==> config.mk <==
export PLATFORM = sky130hd
export DESIGN_NAME = sd_data_path
export DESIGN_NICKNAME = d
export VERILOG_FILES = /design/src/sd_data_path_pkg.sv /design/src/sd_data_path.sv
export SDC_FILE = /design/constraint.sdc
export NUM_CORES = 1
export LEC_CHECK = 0
export BUFFER_PORTS_ARGS = -buffer_cell sky130_fd_sc_hd__buf_2
export CORE_UTILIZATION = 25
export CTS_BUF_LIST = sky130_fd_sc_hd__clkbuf_16
export CTS_CLUSTER_SIZE = 20
export DETAILED_ROUTE_END_ITERATION = 8
export GPL_TIMING_DRIVEN = 0
export MAX_ROUTING_LAYER = met4
export PLACE_DENSITY = 0.44
export REMOVE_ABC_BUFFERS = 1
export SLEW_MARGIN = 25
export SYNTH_ARGS = -nofsm -noshare
export SYNTH_HDL_FRONTEND = slang
export SYNTH_SLANG_ARGS = --single-unit
==> constraint.sdc <==
create_clock -name clk -period 7.1 [get_ports clk]
set_input_delay 0.71 -clock clk [delete_from_list [all_inputs] [get_ports clk]]
set_output_delay 0.71 -clock clk [all_outputs]
set_load 0.05 [all_outputs]
==> src/sd_data_path_pkg.sv <==
// constants for the memory-card data path register bank
package sd_data_path_pkg;

    // ------------------------------------------------------------
    // register offsets (byte addresses)
    // ------------------------------------------------------------
    localparam logic [7:0] OFF_CONFIG   = 8'h10;
    localparam logic [7:0] OFF_XFER     = 8'h14;
    localparam logic [7:0] OFF_CMD      = 8'h1C;
    localparam logic [7:0] OFF_IRQ_ST   = 8'h30;
    localparam logic [7:0] OFF_IRQ_MASK = 8'h34;
    localparam logic [7:0] OFF_DATA     = 8'h38;
    localparam logic [7:0] OFF_STATE    = 8'h3C;

    // ------------------------------------------------------------
    // field positions
    // ------------------------------------------------------------
    localparam int CFG_BUS_W_LSB  = 12;
    localparam int CFG_TX_W_LSB   = 8;
    localparam int CFG_RX_W_LSB   = 6;
    localparam int CFG_ENABLE_BIT = 5;
    localparam int CFG_BLK_LSB    = 0;
    localparam int XFR_COUNT_LSB  = 16;
    localparam int XFR_ENA_BIT    = 1;
    localparam int XFR_DIR_BIT    = 0;
    localparam int IRQ_DONE_BIT   = 0;
    localparam int IRQ_BLOCK_BIT  = 1;

    // ------------------------------------------------------------
    // reset values, write masks and codes
    // ------------------------------------------------------------
    localparam logic [31:0] CONFIG_RST   = 32'h0000_0000;
    localparam logic [31:0] CONFIG_WMASK = 32'h0000_33EF;
    localparam logic [15:0] COUNT_RST    = 16'h0000;
    localparam logic [5:0]  CMD_RST      = 6'h00;
    localparam logic [1:0]  IRQ_RST      = 2'h0;
    localparam logic [1:0]  BUS_W_4      = 2'h1;
    localparam logic [1:0]  ACC_8        = 2'h0;
    localparam logic [1:0]  ACC_16       = 2'h1;

    typedef enum logic {ST_IDLE, ST_RUN} xfer_state_e;

endpackage

==> src/sd_data_path.sv <==
// memory-card data path: configuration, transfer control and lane shifter
//
// How it works
// - bus width code selects one or four lanes
// - receive word width 8, 16 or 32
// - transmit word width, same encoding
// - interface held inoperative while enable is clear
// - block length is two to block code
// - completion interrupt when byte count moved
// - count reads back bytes still remaining
// - datapath enable gates; direction selects read/write
// - command index write starts the transfer
//
// The Avalon-MM interface to the registers was decided locally.
`timescale 1ns/1ps

module sd_data_path
    import sd_data_path_pkg::*;
(
    input  logic        clk,
    input  logic        nrst,
    input  logic [7:0]  avAddress,
    input  logic        avRead,
    input  logic        avWrite,
    input  logic [31:0] avWriteData,
    input  logic [3:0]  avByteEnable,
    output logic [31:0] avReadData,
    output logic        avWaitRequest,
    input  logic        linkClk,
    input  logic [3:0]  datIn,
    output logic [3:0]  datOut,
    output logic [3:0]  datOe,
    output logic        irq
);

    // ------------------------------------------------------------
    // declarations
    // ------------------------------------------------------------
    logic [2:0]  linkSync_q;
    logic [3:0]  datSync1_q;
    logic [3:0]  datSync2_q;
    logic        waitReq_q;
    logic [31:0] readData_q;
    logic [31:0] rdMux;
    logic [31:0] config_q;
    logic [15:0] count_q;
    logic        dataEna_q;
    logic        dirWrite_q;
    logic [5:0]  cmdIndex_q;
    logic [1:0]  irqSt_q;
    logic [1:0]  irqMask_q;
    logic        irq_q;
    xfer_state_e state_q;
    logic [7:0]  sh_q;
    logic [2:0]  bitPos_q;
    logic [14:0] blockCnt_q;
    logic [31:0] txWord_q;
    logic        txValid_q;
    logic [1:0]  txIdx_q;
    logic [31:0] rxWord_q;
    logic        rxValid_q;
    logic [1:0]  rxIdx_q;
    logic [3:0]  datOut_q;
    logic [3:0]  datOe_q;

    // ------------------------------------------------------------
    // pin synchronisers
    // ------------------------------------------------------------
    // link clock and data lanes come from the card side; bit 0 of
    // linkSync_q is only ever read by bit 1
    always_ff @(posedge clk or negedge nrst) begin
        if (!nrst) begin
            linkSync_q <= 3'h0;
            datSync1_q <= 4'h0;
            datSync2_q <= 4'h0;
        end else begin
            linkSync_q <= {linkSync_q[1:0], linkClk};
            datSync1_q <= datIn;
            datSync2_q <= datSync1_q;
        end
    end

    wire linkRise = linkSync_q[1] & ~linkSync_q[2];

    // ------------------------------------------------------------
    // avalon slave handshake
    // ------------------------------------------------------------
    wire        req    = avRead | avWrite;
    wire        acc    = req & ~waitReq_q;
    wire        wrAcc  = acc & avWrite;
    wire        rdAcc  = acc & avRead;
    wire [31:0] beMask = {{8{avByteEnable[3]}}, {8{avByteEnable[2]}},
                          {8{avByteEnable[1]}}, {8{avByteEnable[0]}}};
    wire [31:0] wrXfer = ({count_q, 14'h0, dataEna_q, dirWrite_q} & ~beMask)
                         | (avWriteData & beMask);
    wire        startPulse = wrAcc && (avAddress == OFF_CMD);

    // one wait cycle per access: read data is registered while waiting
    always_ff @(posedge clk or negedge nrst) begin
        if (!nrst) begin
            waitReq_q  <= 1'b1;
            readData_q <= 32'h0000_0000;
        end else begin
            waitReq_q <= ~(req & waitReq_q);
            if (avRead && waitReq_q) begin
                readData_q <= rdMux;
            end
        end
    end

    // ------------------------------------------------------------
    // decoded configuration
    // ------------------------------------------------------------
    wire        ifEnable = config_q[CFG_ENABLE_BIT];
    wire        busWide  = config_q[CFG_BUS_W_LSB +: 2] == BUS_W_4;
    wire [3:0]  blkCode  = config_q[CFG_BLK_LSB +: 4];
    wire [15:0] blkMax   = (16'h1 << blkCode) - 16'h1;
    wire        blockLast = {1'b0, blockCnt_q} == blkMax;
    wire [3:0]  laneMask = busWide ? 4'hF : 4'h1;
    wire [3:0]  stepBits = busWide ? 4'h4 : 4'h1;

    // last byte slot in a word for a width code; reserved code acts as 32
    function automatic logic [1:0] lastSlot(input logic [1:0] code);
        lastSlot = (code == ACC_8) ? 2'h0 : (code == ACC_16) ? 2'h1 : 2'h3;
    endfunction

    wire [1:0] txLast = lastSlot(config_q[CFG_TX_W_LSB +: 2]);
    wire [1:0] rxLast = lastSlot(config_q[CFG_RX_W_LSB +: 2]);

    // ------------------------------------------------------------
    // configuration, control and command registers
    // ------------------------------------------------------------
    always_ff @(posedge clk or negedge nrst) begin
        if (!nrst) begin
            config_q <= CONFIG_RST;
        end else if (wrAcc && avAddress == OFF_CONFIG) begin
            config_q <= ((config_q & ~beMask) | (avWriteData & beMask)) & CONFIG_WMASK;
        end
    end

    // ------------------------------------------------------------
    // shifter step conditions
    // ------------------------------------------------------------
    wire [3:0] posSum  = {1'b0, bitPos_q} + stepBits;
    // a write stalls with no word ready, a read stalls on an unread word
    wire       canStep = dirWrite_q ? (bitPos_q != 3'h0 || txValid_q) : !rxValid_q;
    wire       shift   = (state_q == ST_RUN) && ifEnable && linkRise && canStep;
    wire       byteDone = shift && posSum[3];
    wire       doneEvt  = byteDone && (count_q == 16'h0001);
    wire       blockEvt = byteDone && blockLast;
    wire [7:0] txByte  = txWord_q[{txIdx_q, 3'h0} +: 8];
    wire [7:0] src     = (bitPos_q == 3'h0) ? txByte : sh_q;
    wire [7:0] rxByte  = busWide ? {sh_q[3:0], datSync2_q} : {sh_q[6:0], datSync2_q[0]};

    // transfer control; a software write wins over the running decrement
    always_ff @(posedge clk or negedge nrst) begin
        if (!nrst) begin
            count_q    <= COUNT_RST;
            dataEna_q  <= 1'b0;
            dirWrite_q <= 1'b0;
        end else if (wrAcc && avAddress == OFF_XFER) begin
            count_q    <= wrXfer[XFR_COUNT_LSB +: 16];
            dataEna_q  <= wrXfer[XFR_ENA_BIT];
            dirWrite_q <= wrXfer[XFR_DIR_BIT];
        end else if (byteDone) begin
            count_q <= count_q - 16'h0001;
        end
    end

    // command index is stored; the write itself launches the datapath
    always_ff @(posedge clk or negedge nrst) begin
        if (!nrst) begin
            cmdIndex_q <= CMD_RST;
        end else if (startPulse) begin
            cmdIndex_q <= avWriteData[5:0];
        end
    end

    // ------------------------------------------------------------
    // transfer state
    // ------------------------------------------------------------
    always_ff @(posedge clk or negedge nrst) begin
        if (!nrst) begin
            state_q <= ST_IDLE;
        end else begin
            case (state_q)
                ST_IDLE: begin
                    if (startPulse && ifEnable && dataEna_q && count_q != 16'h0) begin
                        state_q <= ST_RUN;
                    end
                end
                ST_RUN: begin
                    if (!ifEnable || doneEvt) begin
                        state_q <= ST_IDLE;
                    end
                end
                default: state_q <= ST_IDLE;
            endcase
        end
    end

    // bit shifter and block counter
    always_ff @(posedge clk or negedge nrst) begin
        if (!nrst) begin
            sh_q       <= 8'h00;
            bitPos_q   <= 3'h0;
            blockCnt_q <= 15'h0;
        end else if (state_q == ST_IDLE) begin
            bitPos_q   <= 3'h0;
            blockCnt_q <= 15'h0;
        end else if (shift) begin
            bitPos_q <= posSum[2:0];
            if (dirWrite_q) begin
                sh_q <= busWide ? {src[3:0], 4'h0} : {src[6:0], 1'b0};
            end else begin
                sh_q <= rxByte;
            end
            if (posSum[3]) begin
                blockCnt_q <= blockLast ? 15'h0 : blockCnt_q + 15'h1;
            end
        end
    end

    // lane drivers; a read never drives, disable releases at once
    always_ff @(posedge clk or negedge nrst) begin
        if (!nrst) begin
            datOut_q <= 4'h0;
            datOe_q  <= 4'h0;
        end else begin
            datOe_q <= (state_q == ST_RUN && ifEnable && dirWrite_q) ? laneMask : 4'h0;
            if (shift && dirWrite_q) begin
                datOut_q <= busWide ? src[7:4] : {3'h0, src[7]};
            end
        end
    end

    // ------------------------------------------------------------
    // software data words
    // ------------------------------------------------------------
    // width is read live, so a change mid-word misaligns the slot index
    always_ff @(posedge clk or negedge nrst) begin
        if (!nrst) begin
            txWord_q  <= 32'h0000_0000;
            txValid_q <= 1'b0;
            txIdx_q   <= 2'h0;
        end else if (wrAcc && avAddress == OFF_DATA) begin
            txWord_q  <= avWriteData;
            txValid_q <= 1'b1;
            txIdx_q   <= 2'h0;
        end else if (shift && dirWrite_q && bitPos_q == 3'h0) begin
            txValid_q <= txIdx_q != txLast;
            txIdx_q   <= (txIdx_q == txLast) ? 2'h0 : txIdx_q + 2'h1;
        end
    end

    always_ff @(posedge clk or negedge nrst) begin
        if (!nrst) begin
            rxWord_q  <= 32'h0000_0000;
            rxValid_q <= 1'b0;
            rxIdx_q   <= 2'h0;
        end else if (byteDone && !dirWrite_q) begin
            rxWord_q[{rxIdx_q, 3'h0} +: 8] <= rxByte;
            rxValid_q <= rxIdx_q == rxLast;
            rxIdx_q   <= (rxIdx_q == rxLast) ? 2'h0 : rxIdx_q + 2'h1;
        end else if (rdAcc && avAddress == OFF_DATA) begin
            rxValid_q <= 1'b0;
        end
    end

    // ------------------------------------------------------------
    // interrupt status and mask
    // ------------------------------------------------------------
    // set wins over a write-one clear in the same cycle
    always_ff @(posedge clk or negedge nrst) begin
        if (!nrst) begin
            irqSt_q   <= IRQ_RST;
            irqMask_q <= IRQ_RST;
            irq_q     <= 1'b0;
        end else begin
            irqSt_q <= (irqSt_q & ~((wrAcc && avAddress == OFF_IRQ_ST && avByteEnable[0])
                                    ? avWriteData[1:0] : 2'h0))
                       | {blockEvt, doneEvt};
            if (wrAcc && avAddress == OFF_IRQ_MASK && avByteEnable[0]) begin
                irqMask_q <= avWriteData[1:0];
            end
            irq_q <= |(irqSt_q & irqMask_q);
        end
    end

    // ------------------------------------------------------------
    // read mux
    // ------------------------------------------------------------
    always_comb begin
        case (avAddress)
            OFF_CONFIG:   rdMux = config_q;
            OFF_XFER:     rdMux = {count_q, 14'h0, dataEna_q, dirWrite_q};
            OFF_CMD:      rdMux = {26'h0, cmdIndex_q};
            OFF_IRQ_ST:   rdMux = {30'h0, irqSt_q};
            OFF_IRQ_MASK: rdMux = {30'h0, irqMask_q};
            OFF_DATA:     rdMux = rxWord_q;
            OFF_STATE:    rdMux = {29'h0, rxValid_q, txValid_q, state_q == ST_RUN};
            default:      rdMux = 32'h0000_0000;
        endcase
    end

    assign avReadData    = readData_q;
    assign avWaitRequest = waitReq_q;
    assign datOut        = datOut_q;
    assign datOe         = datOe_q;
    assign irq           = irq_q;
endmodule

; ---- Yosys cells after proc, flatten, opt, wreduce, memory -nomap -nowiden
; Index checks and enable logic that the tools add are counted.
[word_totals]
out_inout_bits = 42
regBits = 189
wordCells = 147
[classes]
mux = 35
n_eq_ne = 17
shift = 4
addsub = 7
bitwise = 20
n_reduce_logical = 39
[ops]
columns = op, n
row1 = case mux 32 bit (7 select lines), 1
row2 = bitwise AND 32 bit, 2
row3 = 2-to-1 mux 15 bit, 4
row4 = bitwise mux 32 bit, 1
row5 = equality test 8 x 6 -> 1 bit (second input constant), 4
row6 = 2-to-1 mux 16 bit, 2
row7 = 2-to-1 mux 8 bit, 4
row8 = NOT 32 bit, 1
row9 = bitwise OR 32 bit, 1
row10 = variable shift 8 x 7 -> 32 bit (first input constant), 1
row11 = variable part select 32 x 6 -> 8 bit, 1
row12 = variable part select 8 x 7 -> 32 bit, 1
row13 = subtractor 16 x 1 -> 16 bit (second input constant), 2
row14 = equality test 8 x 5 -> 1 bit (second input constant), 3
row15 = logical AND 1 bit, 23
row16 = 2-to-1 mux 2 bit, 9
row17 = equality test 15 x 16 -> 1 bit, 1
row18 = equality test 16 x 1 -> 1 bit (second input constant), 1
row19 = nonzero test 16 bit, 1
row20 = left shift 1 x 4 -> 16 bit (first input constant), 1
row21 = adder 15 x 1 -> 15 bit (second input constant), 1
row22 = bitwise AND 14 bit, 1
row23 = bitwise OR 14 bit, 1
row24 = 2-to-1 mux 4 bit, 3
row25 = other kinds (24), 52

; ---- Depth between registers and ports, before layout
; Gate-level depths: netlist of run 1.
[logic_depth]
ltp_word = 9
ltp_mapped = 13
ltp_nobuf = 10

; ---- Worst setup path after synthesis of run 1
; No wires, ideal clock.
[synth_path]
kind = register to register
from = register with a tool-made name
to = register blockCnt_q[13]
path_slack_ns = 4.128
required_time_ns = 6.963
setup_ns = 0.137
path_stages_with_launch = 14
path_buffers = 4
t_arrival_ns = 2.836
path_cell_list = dfrtp_1 buf_2 clkbuf_1 nand3b_1 ha_1 buf_2 or3b_2 a21oi_1 nor2_1 a211oi_1 nand4_1 buf_2 a31oi_1 a31oi_1
[synth_lines]
columns = element, line_no
row1 = "end signal, assigned", sd_data_path.sv:219  ; blockCnt_q <= blockLast ? 15'h0 : blockCnt_q + 15'h1;
row2 = "end, declared", sd_data_path.sv:56  ; logic [14:0] blockCnt_q;

==> results.md, run 1 <==
- 1st-iter DRT viols: 569
- Synth top area cells: dfrtp_1, nand2_1, o21ai_0
- Pwr dens: slightly above 200 nW/um^2
- Sink Count: 187
- Worst-Skew Late Latency: between 400 and 500 ps
- Hold Buf Count CTS: 0
- Root Driver: clkbuf_16
- Residual DRC: 4
- Vias in the first global route: 7181
- Core ar.: 35740 sq um
- Worst Hold Class: in2async
- Final core utilization: 0.2979
- Sequential Power Share: 0.508
- Predominant post-synthesis flop cell: dfrtp_1
- Min cycle time layout: 3854 ps
- GRT Residual Overflow: 0
- Logic pwr share: 0.059
- Failing checks: design-rule violations
- Setup ws final: around 3200 ps
- Synth area leader: dfrtp_1
- Starting density of the core: 0.2557
- Total CTS buffers: 17
- RR Endpoint: rxWord_q[2]
- Initial antenna violation count: 0
- R2R setup slack: 3250 ps
- EDFF count, synth: 0
- Yosys warns: 0
- Async S/R FF share, synth: 1.000
- DR pass1 iterations: 7
- Boundary pin count: 95
- Rel. slew slack: 0.3147
- Fin crit share: 0.5428
- Final wirelength: 27960 um
- # H-tree levels: 4
- Site Rows: 69
- CTS Buffer Depth: 2
- Routed wire per std cell: roughly 19 um
- Footprint of the multi-input gates: 4170 sq um
- Via count: between 7000 and 8000
- CP Cell Sequence: nand2b_1 > inv_1 > ha_1 > a31oi_1 > nor3_1 > nand2_1 > o31ai_1
- Die Ht: 193.2 um
- Gate count of the mapped netlist: roughly 960
- Count of final setup violators: 0
- Setup_tns: 0 ps
- Crit path kind: reg2reg
- Vias/cell: between 4 and 5
- Critical path endpoint category: register
- R2R cell count: 7
- DP Worst Slack: roughly 3000 ps
- FILL cells: about 3900
- NetSw: between 0.5 and 0.6 mW
- CTS tree: done
- Number of nets in the layout: ~1100
- Total power: about 2.2 mW
- Max-cap violations: 0
- Switching fraction of total power: 0.2652
- Post-synth top area share: 0.5093
- Most frequent cells in the layout: nand2_1, dfrtp_1, buf_2
- Inserted Diodes: 0
- Final antenna-violating net count: 0
- Worst VDD drop: 0.0001382 V
- WP data arrival: ~4200 ps
- Die area: 37320 sq um
- Clk_skew: 15.98 ps
- Slew @ Worst Pin: 999.4 ps
- Pin count of the biggest net entering global routing: 87
- Clock power frac: 0.432
- Max stage delay on crit path: 800 ps
- Seq. cell area: 4681 sq um
- Distinct cells, synth: 65
- Crit path max-delay cell type: nor3_1
- First-pass GRT wire length: 43760 um
- GP Congestion: 0.7872
- Post-synthesis sequential area ratio: 0.5122
- Internal power: 1.584 mW
- Die Width: 193.2 um
- Share of cells above drive strength 1: 0.1812
- Mapped cell area: around 9100 sq um
- Startpoint Class: register
- RSZ-0062 raised after global routing: false
- Pleak: between 4 and 5 nW
- Leading cell type in the layout, fill and taps excluded: nand2_1
- Max Fanout on Critical Path: 16
- Final hold viol count: 0
- Number of buffers added for setup after CTS: 0
- DP Wirelength: roughly 20000 um
- Clock-pin slew on the worst setup and hold paths: 80 ps
- CP required: 7440 ps
- Avg Cell Area, Syn: roughly 9.5 sq um
- Status: finished, violations left
- Fmax achieved: between 200 and 300 MHz
- I/O Buffers: between 90 and 100
- Layout area overhead: 16.53%
- All-Layer GR Usage: 0.1605
- Post-synthesis register bit count: 187
- Post-CTS Resized: 0
- Slew Limit Fails: 0
## synth_stat cells (7+ instances only)
cell type / instances
a211oi_1: 7
ha_1: 12
nor2_1: 63
nor3_1: 14
a31oi_1: 24
mux2i_1: 16
dfrtp_1: 186
a22oi_1: 25
nand4_1: 11
clkbuf_1: 37
o21ai_0: 57
a21oi_1: 30
nand3_1: 25
buf_2: 17
mux4_2: 9
and3_1: 15
inv_1: 15
o31ai_1: 34
nand2_1: 228
or3_1: 7
mux2_2: 24
## power by group through the flow
stage	sequential [mW]	clock [mW]	combinational, mW
floorplan	1.11	0	0.0452
global placement	1.12	0	0.117
detailed placement	1.12	0	0.123
CTS	1.10	0.963	0.123
global route	1.10	1.00	0.143
finish	1.10	0.932	0.128
## worst max-delay path: cells and delay by family (launching register included)
| kind | cells | cell delay (ps) |
|---|---|---|
| AO/OA/AOI/OAI | 2 | 570 |
| adder cells (fa/ha/maj) | 1 | 450 |
| buffers and inverters | 1 | 440 |
| flip-flops | 1 | 420 |
| AND/OR/NAND/NOR | 3 | 1870 |
## stage by stage
stage                     std cells  hold WS (ps)  instance area (sq um)
after floorplan                 896         331.2                   8870
after global placement         1451         341.4                   9917
after detailed placement       1459         338.7                  10060
after CTS                      1491         91.81                  10630
after global routing           1493         81.13                  10650
final                          1493         94.95                  10650
## routing by layer
metal  track usage  part of all wire  wire length [um]  vias to the layer above
met5             -                 0                 0                        -
met4       0.03155            0.0095               265                        0
met3       0.02986             0.045              1253                       15
met2        0.2257              0.43             12090                      155
met1        0.2377              0.51             14350                     3619
li1              -                 -                 -                     3538
## cells by family after synthesis
kind of cell    after synthesis  share of synthesized area
compound gates              213                     0.1527
xor+xnor                      9                   0.008626
fa+ha+maj                    12                    0.01643
buf+inv                      78                    0.03560
flops                       187                     0.5122
mux                          49                    0.06928
simple gates                411                     0.2052
## area by class of cell
| type | count | share of cell area |
|---|---|---|
| Inverter | 15 | 0.005287 |
| Timing Repair Buffer | 104 | 0.05651 |
| Clock buffer | 17 | 0.03995 |
| Sequential cell | 187 | 0.4395 |
| Tap cell | 461 | 0.05416 |
| Multi-Input combinational cell | 694 | 0.3916 |
| Clock inverter | 15 | 0.01292 |
## worst max-delay path by stage
stage                 start            end  slack [ps]
3_3_place_gp           nrst   rxWord_q[14]        1830
5_1_grt            register    rxWord_q[3]        2940
3_5_place_dp       register  blockCnt_q[3]        3090
2_1_floorplan  avAddress[0]       register        3730
4_1_cts            register  blockCnt_q[3]        3040
6_report           register    rxWord_q[2]        3250
No activity file was read; power rests on OpenSTA's default activity.
==> run 2: changes to the inputs <==
==> constraint.sdc (replaced) <==
create_clock -name clk -period 4 [get_ports clk]
set_input_delay 0.4 -clock clk [delete_from_list [all_inputs] [get_ports clk]]
set_output_delay 0.4 -clock clk [all_outputs]
set_load 0.05 [all_outputs]
==> run 2 against run 1 <==
Effect of this change:
- the flow still finishes with violations (design-rule violations)
- register-to-register slack got worse by 3000 ps
- sequential share of layout area fell by 0.056 points
- clock power increased by 77%
- via count about the same
- flip-flop and latch count unchanged
- sequential power increased by 77%
- first-iteration DRC count fell by 4.4%
- die area did not move
- total power rose by 78%
==> results.md, run 2 (synthesis gave the netlist of run 1 again) <==
- GRT Residual Overflow: 0 (unchanged)
- Worst-Skew Late Latency: 440 ps (about the same)
- Failing checks: design-rule violations (unchanged)
- Pin count of the biggest net entering global routing: 87 (unchanged)
- Share of cells above drive strength 1: 0.1818 (was 0.1812)
- Most frequent cells in the layout: nand2_1, dfrtp_1, buf_2 (unchanged)
- Residual DRC: 4 (unchanged)
- I/O Buffers: 94 (unchanged)
- Inserted Diodes: 0 (unchanged)
- 1st-iter DRT viols: 544 (was 569)
- RSZ-0062 raised after global routing: false (unchanged)
- Site Rows: 69 (unchanged)
- Die Width: 193.2 um (unchanged)
- GP Congestion: 0.7872 (unchanged)
- Max Fanout on Critical Path: 21 (was 16)
- Min-Delay Path Depth: 1
- Final wirelength: 28180 um (was 27960 um)
- Final core utilization: 0.2983 (was 0.2979)
- CTS Buffer Depth: 2 (unchanged)
- Critical path endpoint category: register (unchanged)
- Sink Count: 187 (unchanged)
- Setup ws final: 288.4 ps (was 3246 ps)
- Pleak: 4.892 nW (was 4.885 nW)
- Pwr dens: 359.2 nW/um^2 (was 202.5 nW/um^2)
- Via count: 7329 (was 7327)
- CTS tree: done (unchanged)
- Final antenna-violating net count: 0 (unchanged)
- Layout area overhead: 16.68% (was 16.53%)
- Max-cap violations: 0 (unchanged)
- Vias/cell: 4.902 (was 4.908)
- Worst Hold Class: in2reg (was in2async)
- R2R setup slack: 290 ps (was 3250 ps)
- Slew @ Worst Pin: 939.5 ps (was 999.4 ps)
- Hold path endpoint: datSync1_q[3]
- Number of nets in the layout: 1086 (was 1084)
- Root Driver: clkbuf_16 (unchanged)
- Initial antenna violation count: 0 (unchanged)
- First-pass GRT wire length: 44030 um (was 43760 um)
- Core ar.: 35740 sq um (unchanged)
- Count of final setup violators: 0 (unchanged)
- Final hold viol count: 0 (unchanged)
- R2R cell count: 9 (was 7)
- Total CTS buffers: 17 (unchanged)
- Clk_skew: 16.91 ps (was 15.98 ps)
- Setup_tns: 0 ps (unchanged)
- # H-tree levels: 4 (unchanged)
- WP data arrival: 4100 ps (was 4190 ps)
- DP Wirelength: 19810 um (unchanged)
- Status: finished, violations left (unchanged)
- Vias in the first global route: 7223 (was 7181)
- Boundary pin count: 95 (unchanged)
- Worst VDD drop: 0.0002441 V (was 0.0001382 V)
- Routed wire per std cell: 18.85 um (was 18.73 um)
- Crit path kind: reg2reg (unchanged)
- DP Worst Slack: -13.20 ps (was 3087 ps)
- Fmax achieved: 269.4 MHz (was 259.5 MHz)
- CP required: 4380 ps (was 7440 ps)
- Clock-pin slew on the worst setup and hold paths: 80 ps (about the same)
- Starting density of the core: 0.2557 (unchanged)
- Leading cell type in the layout, fill and taps excluded: nand2_1 (unchanged)
- Slew Limit Fails: 0 (unchanged)
- Min cycle time layout: 3712 ps (was 3854 ps)
- Post-route cell area: 10660 sq um (was 10650 sq um)
- All-Layer GR Usage: 0.1615 (was 0.1605)
- Placed cell areas: 10060 sq um (unchanged)
- Startpoint Class: register (unchanged)
- Hold Crit Start: datIn[3]
- Die Ht: 193.2 um (unchanged)
- DR pass1 iterations: 9 (was 7)
- Rel. slew slack: 0.3558 (was 0.3147)
- Fin crit share: 0.9279 (was 0.5428)
- Die area: 37320 sq um (unchanged)
run 2: cell count changes in the layout (fill, tap and decap cells not counted):
cell,before,now
nor3_1,12,11
buf_6,3,1
nor3_2,2,3
dlygate4sd3_1,0,1
nand4_1,11,12
buf_4,3,5
run 2: worst max-delay path: stages, from the launching register on:
cell	delay, ps
dfrtp_1	420
nand2b_1	490
inv_1	440
ha_1	440
a31oi_1	210
or3_4	560
or4_4	620
nor4_4	160
mux2i_1	220
a21o_1	100
run 2: layout make-up:
| cell class | count | area (sq um) |
|---|---|---|
| fillers | 3875 | 25080 |
| flip-flops and latches | 187 | 4681 |
| multi-input cells | 695 | 4182 |
| repair buffers | 105 | 604.3 |
| well taps | 461 | 576.8 |
| clock buffers | 17 | 425.4 |
| clock inverters | 15 | 137.6 |
| inverters | 15 | 56.30 |
run 2: layer usage:
| layer | routed length [um] | GRT usage | vias up | share of wire |
|---|---|---|---|---|
| met3 | 1112 | 0.02986 | 12 | 0.039 |
| met5 | 0 | - | - | 0 |
| li1 | - | - | 3544 | - |
| met2 | 12250 | 0.2272 | 156 | 0.43 |
| met1 | 14570 | 0.2393 | 3617 | 0.52 |
| met4 | 240 | 0.03155 | 0 | 0.0085 |
run 2: where the power goes:
group          switching, mW  leakage (nW)  internal, mW
registers             0.0304          2.50          1.91
clock network          0.833         0.271         0.821
logic                  0.157          2.12        0.0737
total                   1.02          4.89          2.81
run 2: through the flow:
step                hold WS (ps)  std cells  total power [mW]
floorplan                  104.4        896             2.056
detailed placement         255.3       1459             2.201
CTS                        45.74       1493             3.882
global placement           341.4       1451             2.190
finish                     59.61       1495             3.830
global route               37.56       1495             3.989
run 2: worst max-delay path by stage:
stage	slack, ps	from	depth (start not counted)	endpoint
after floorplan	720	register	9	register
after detailed placement	-10	register	10	blockCnt_q[3]
final	290	register	9	register
after global routing	160	register	9	register
after CTS	190	register	10	blockCnt_q[3]
after global placement	-960	nrst	1	rxWord_q[14]
run 2: timing repair:
item	4_1_cts	5_1_grt
hold endpoints to repair	17	0
hold buffers	1	0
pin swaps	1	2
gates cloned	1	0
endpoints found under the setup margin	10	47
buffers inserted	0	2
gates resized for setup	0	1
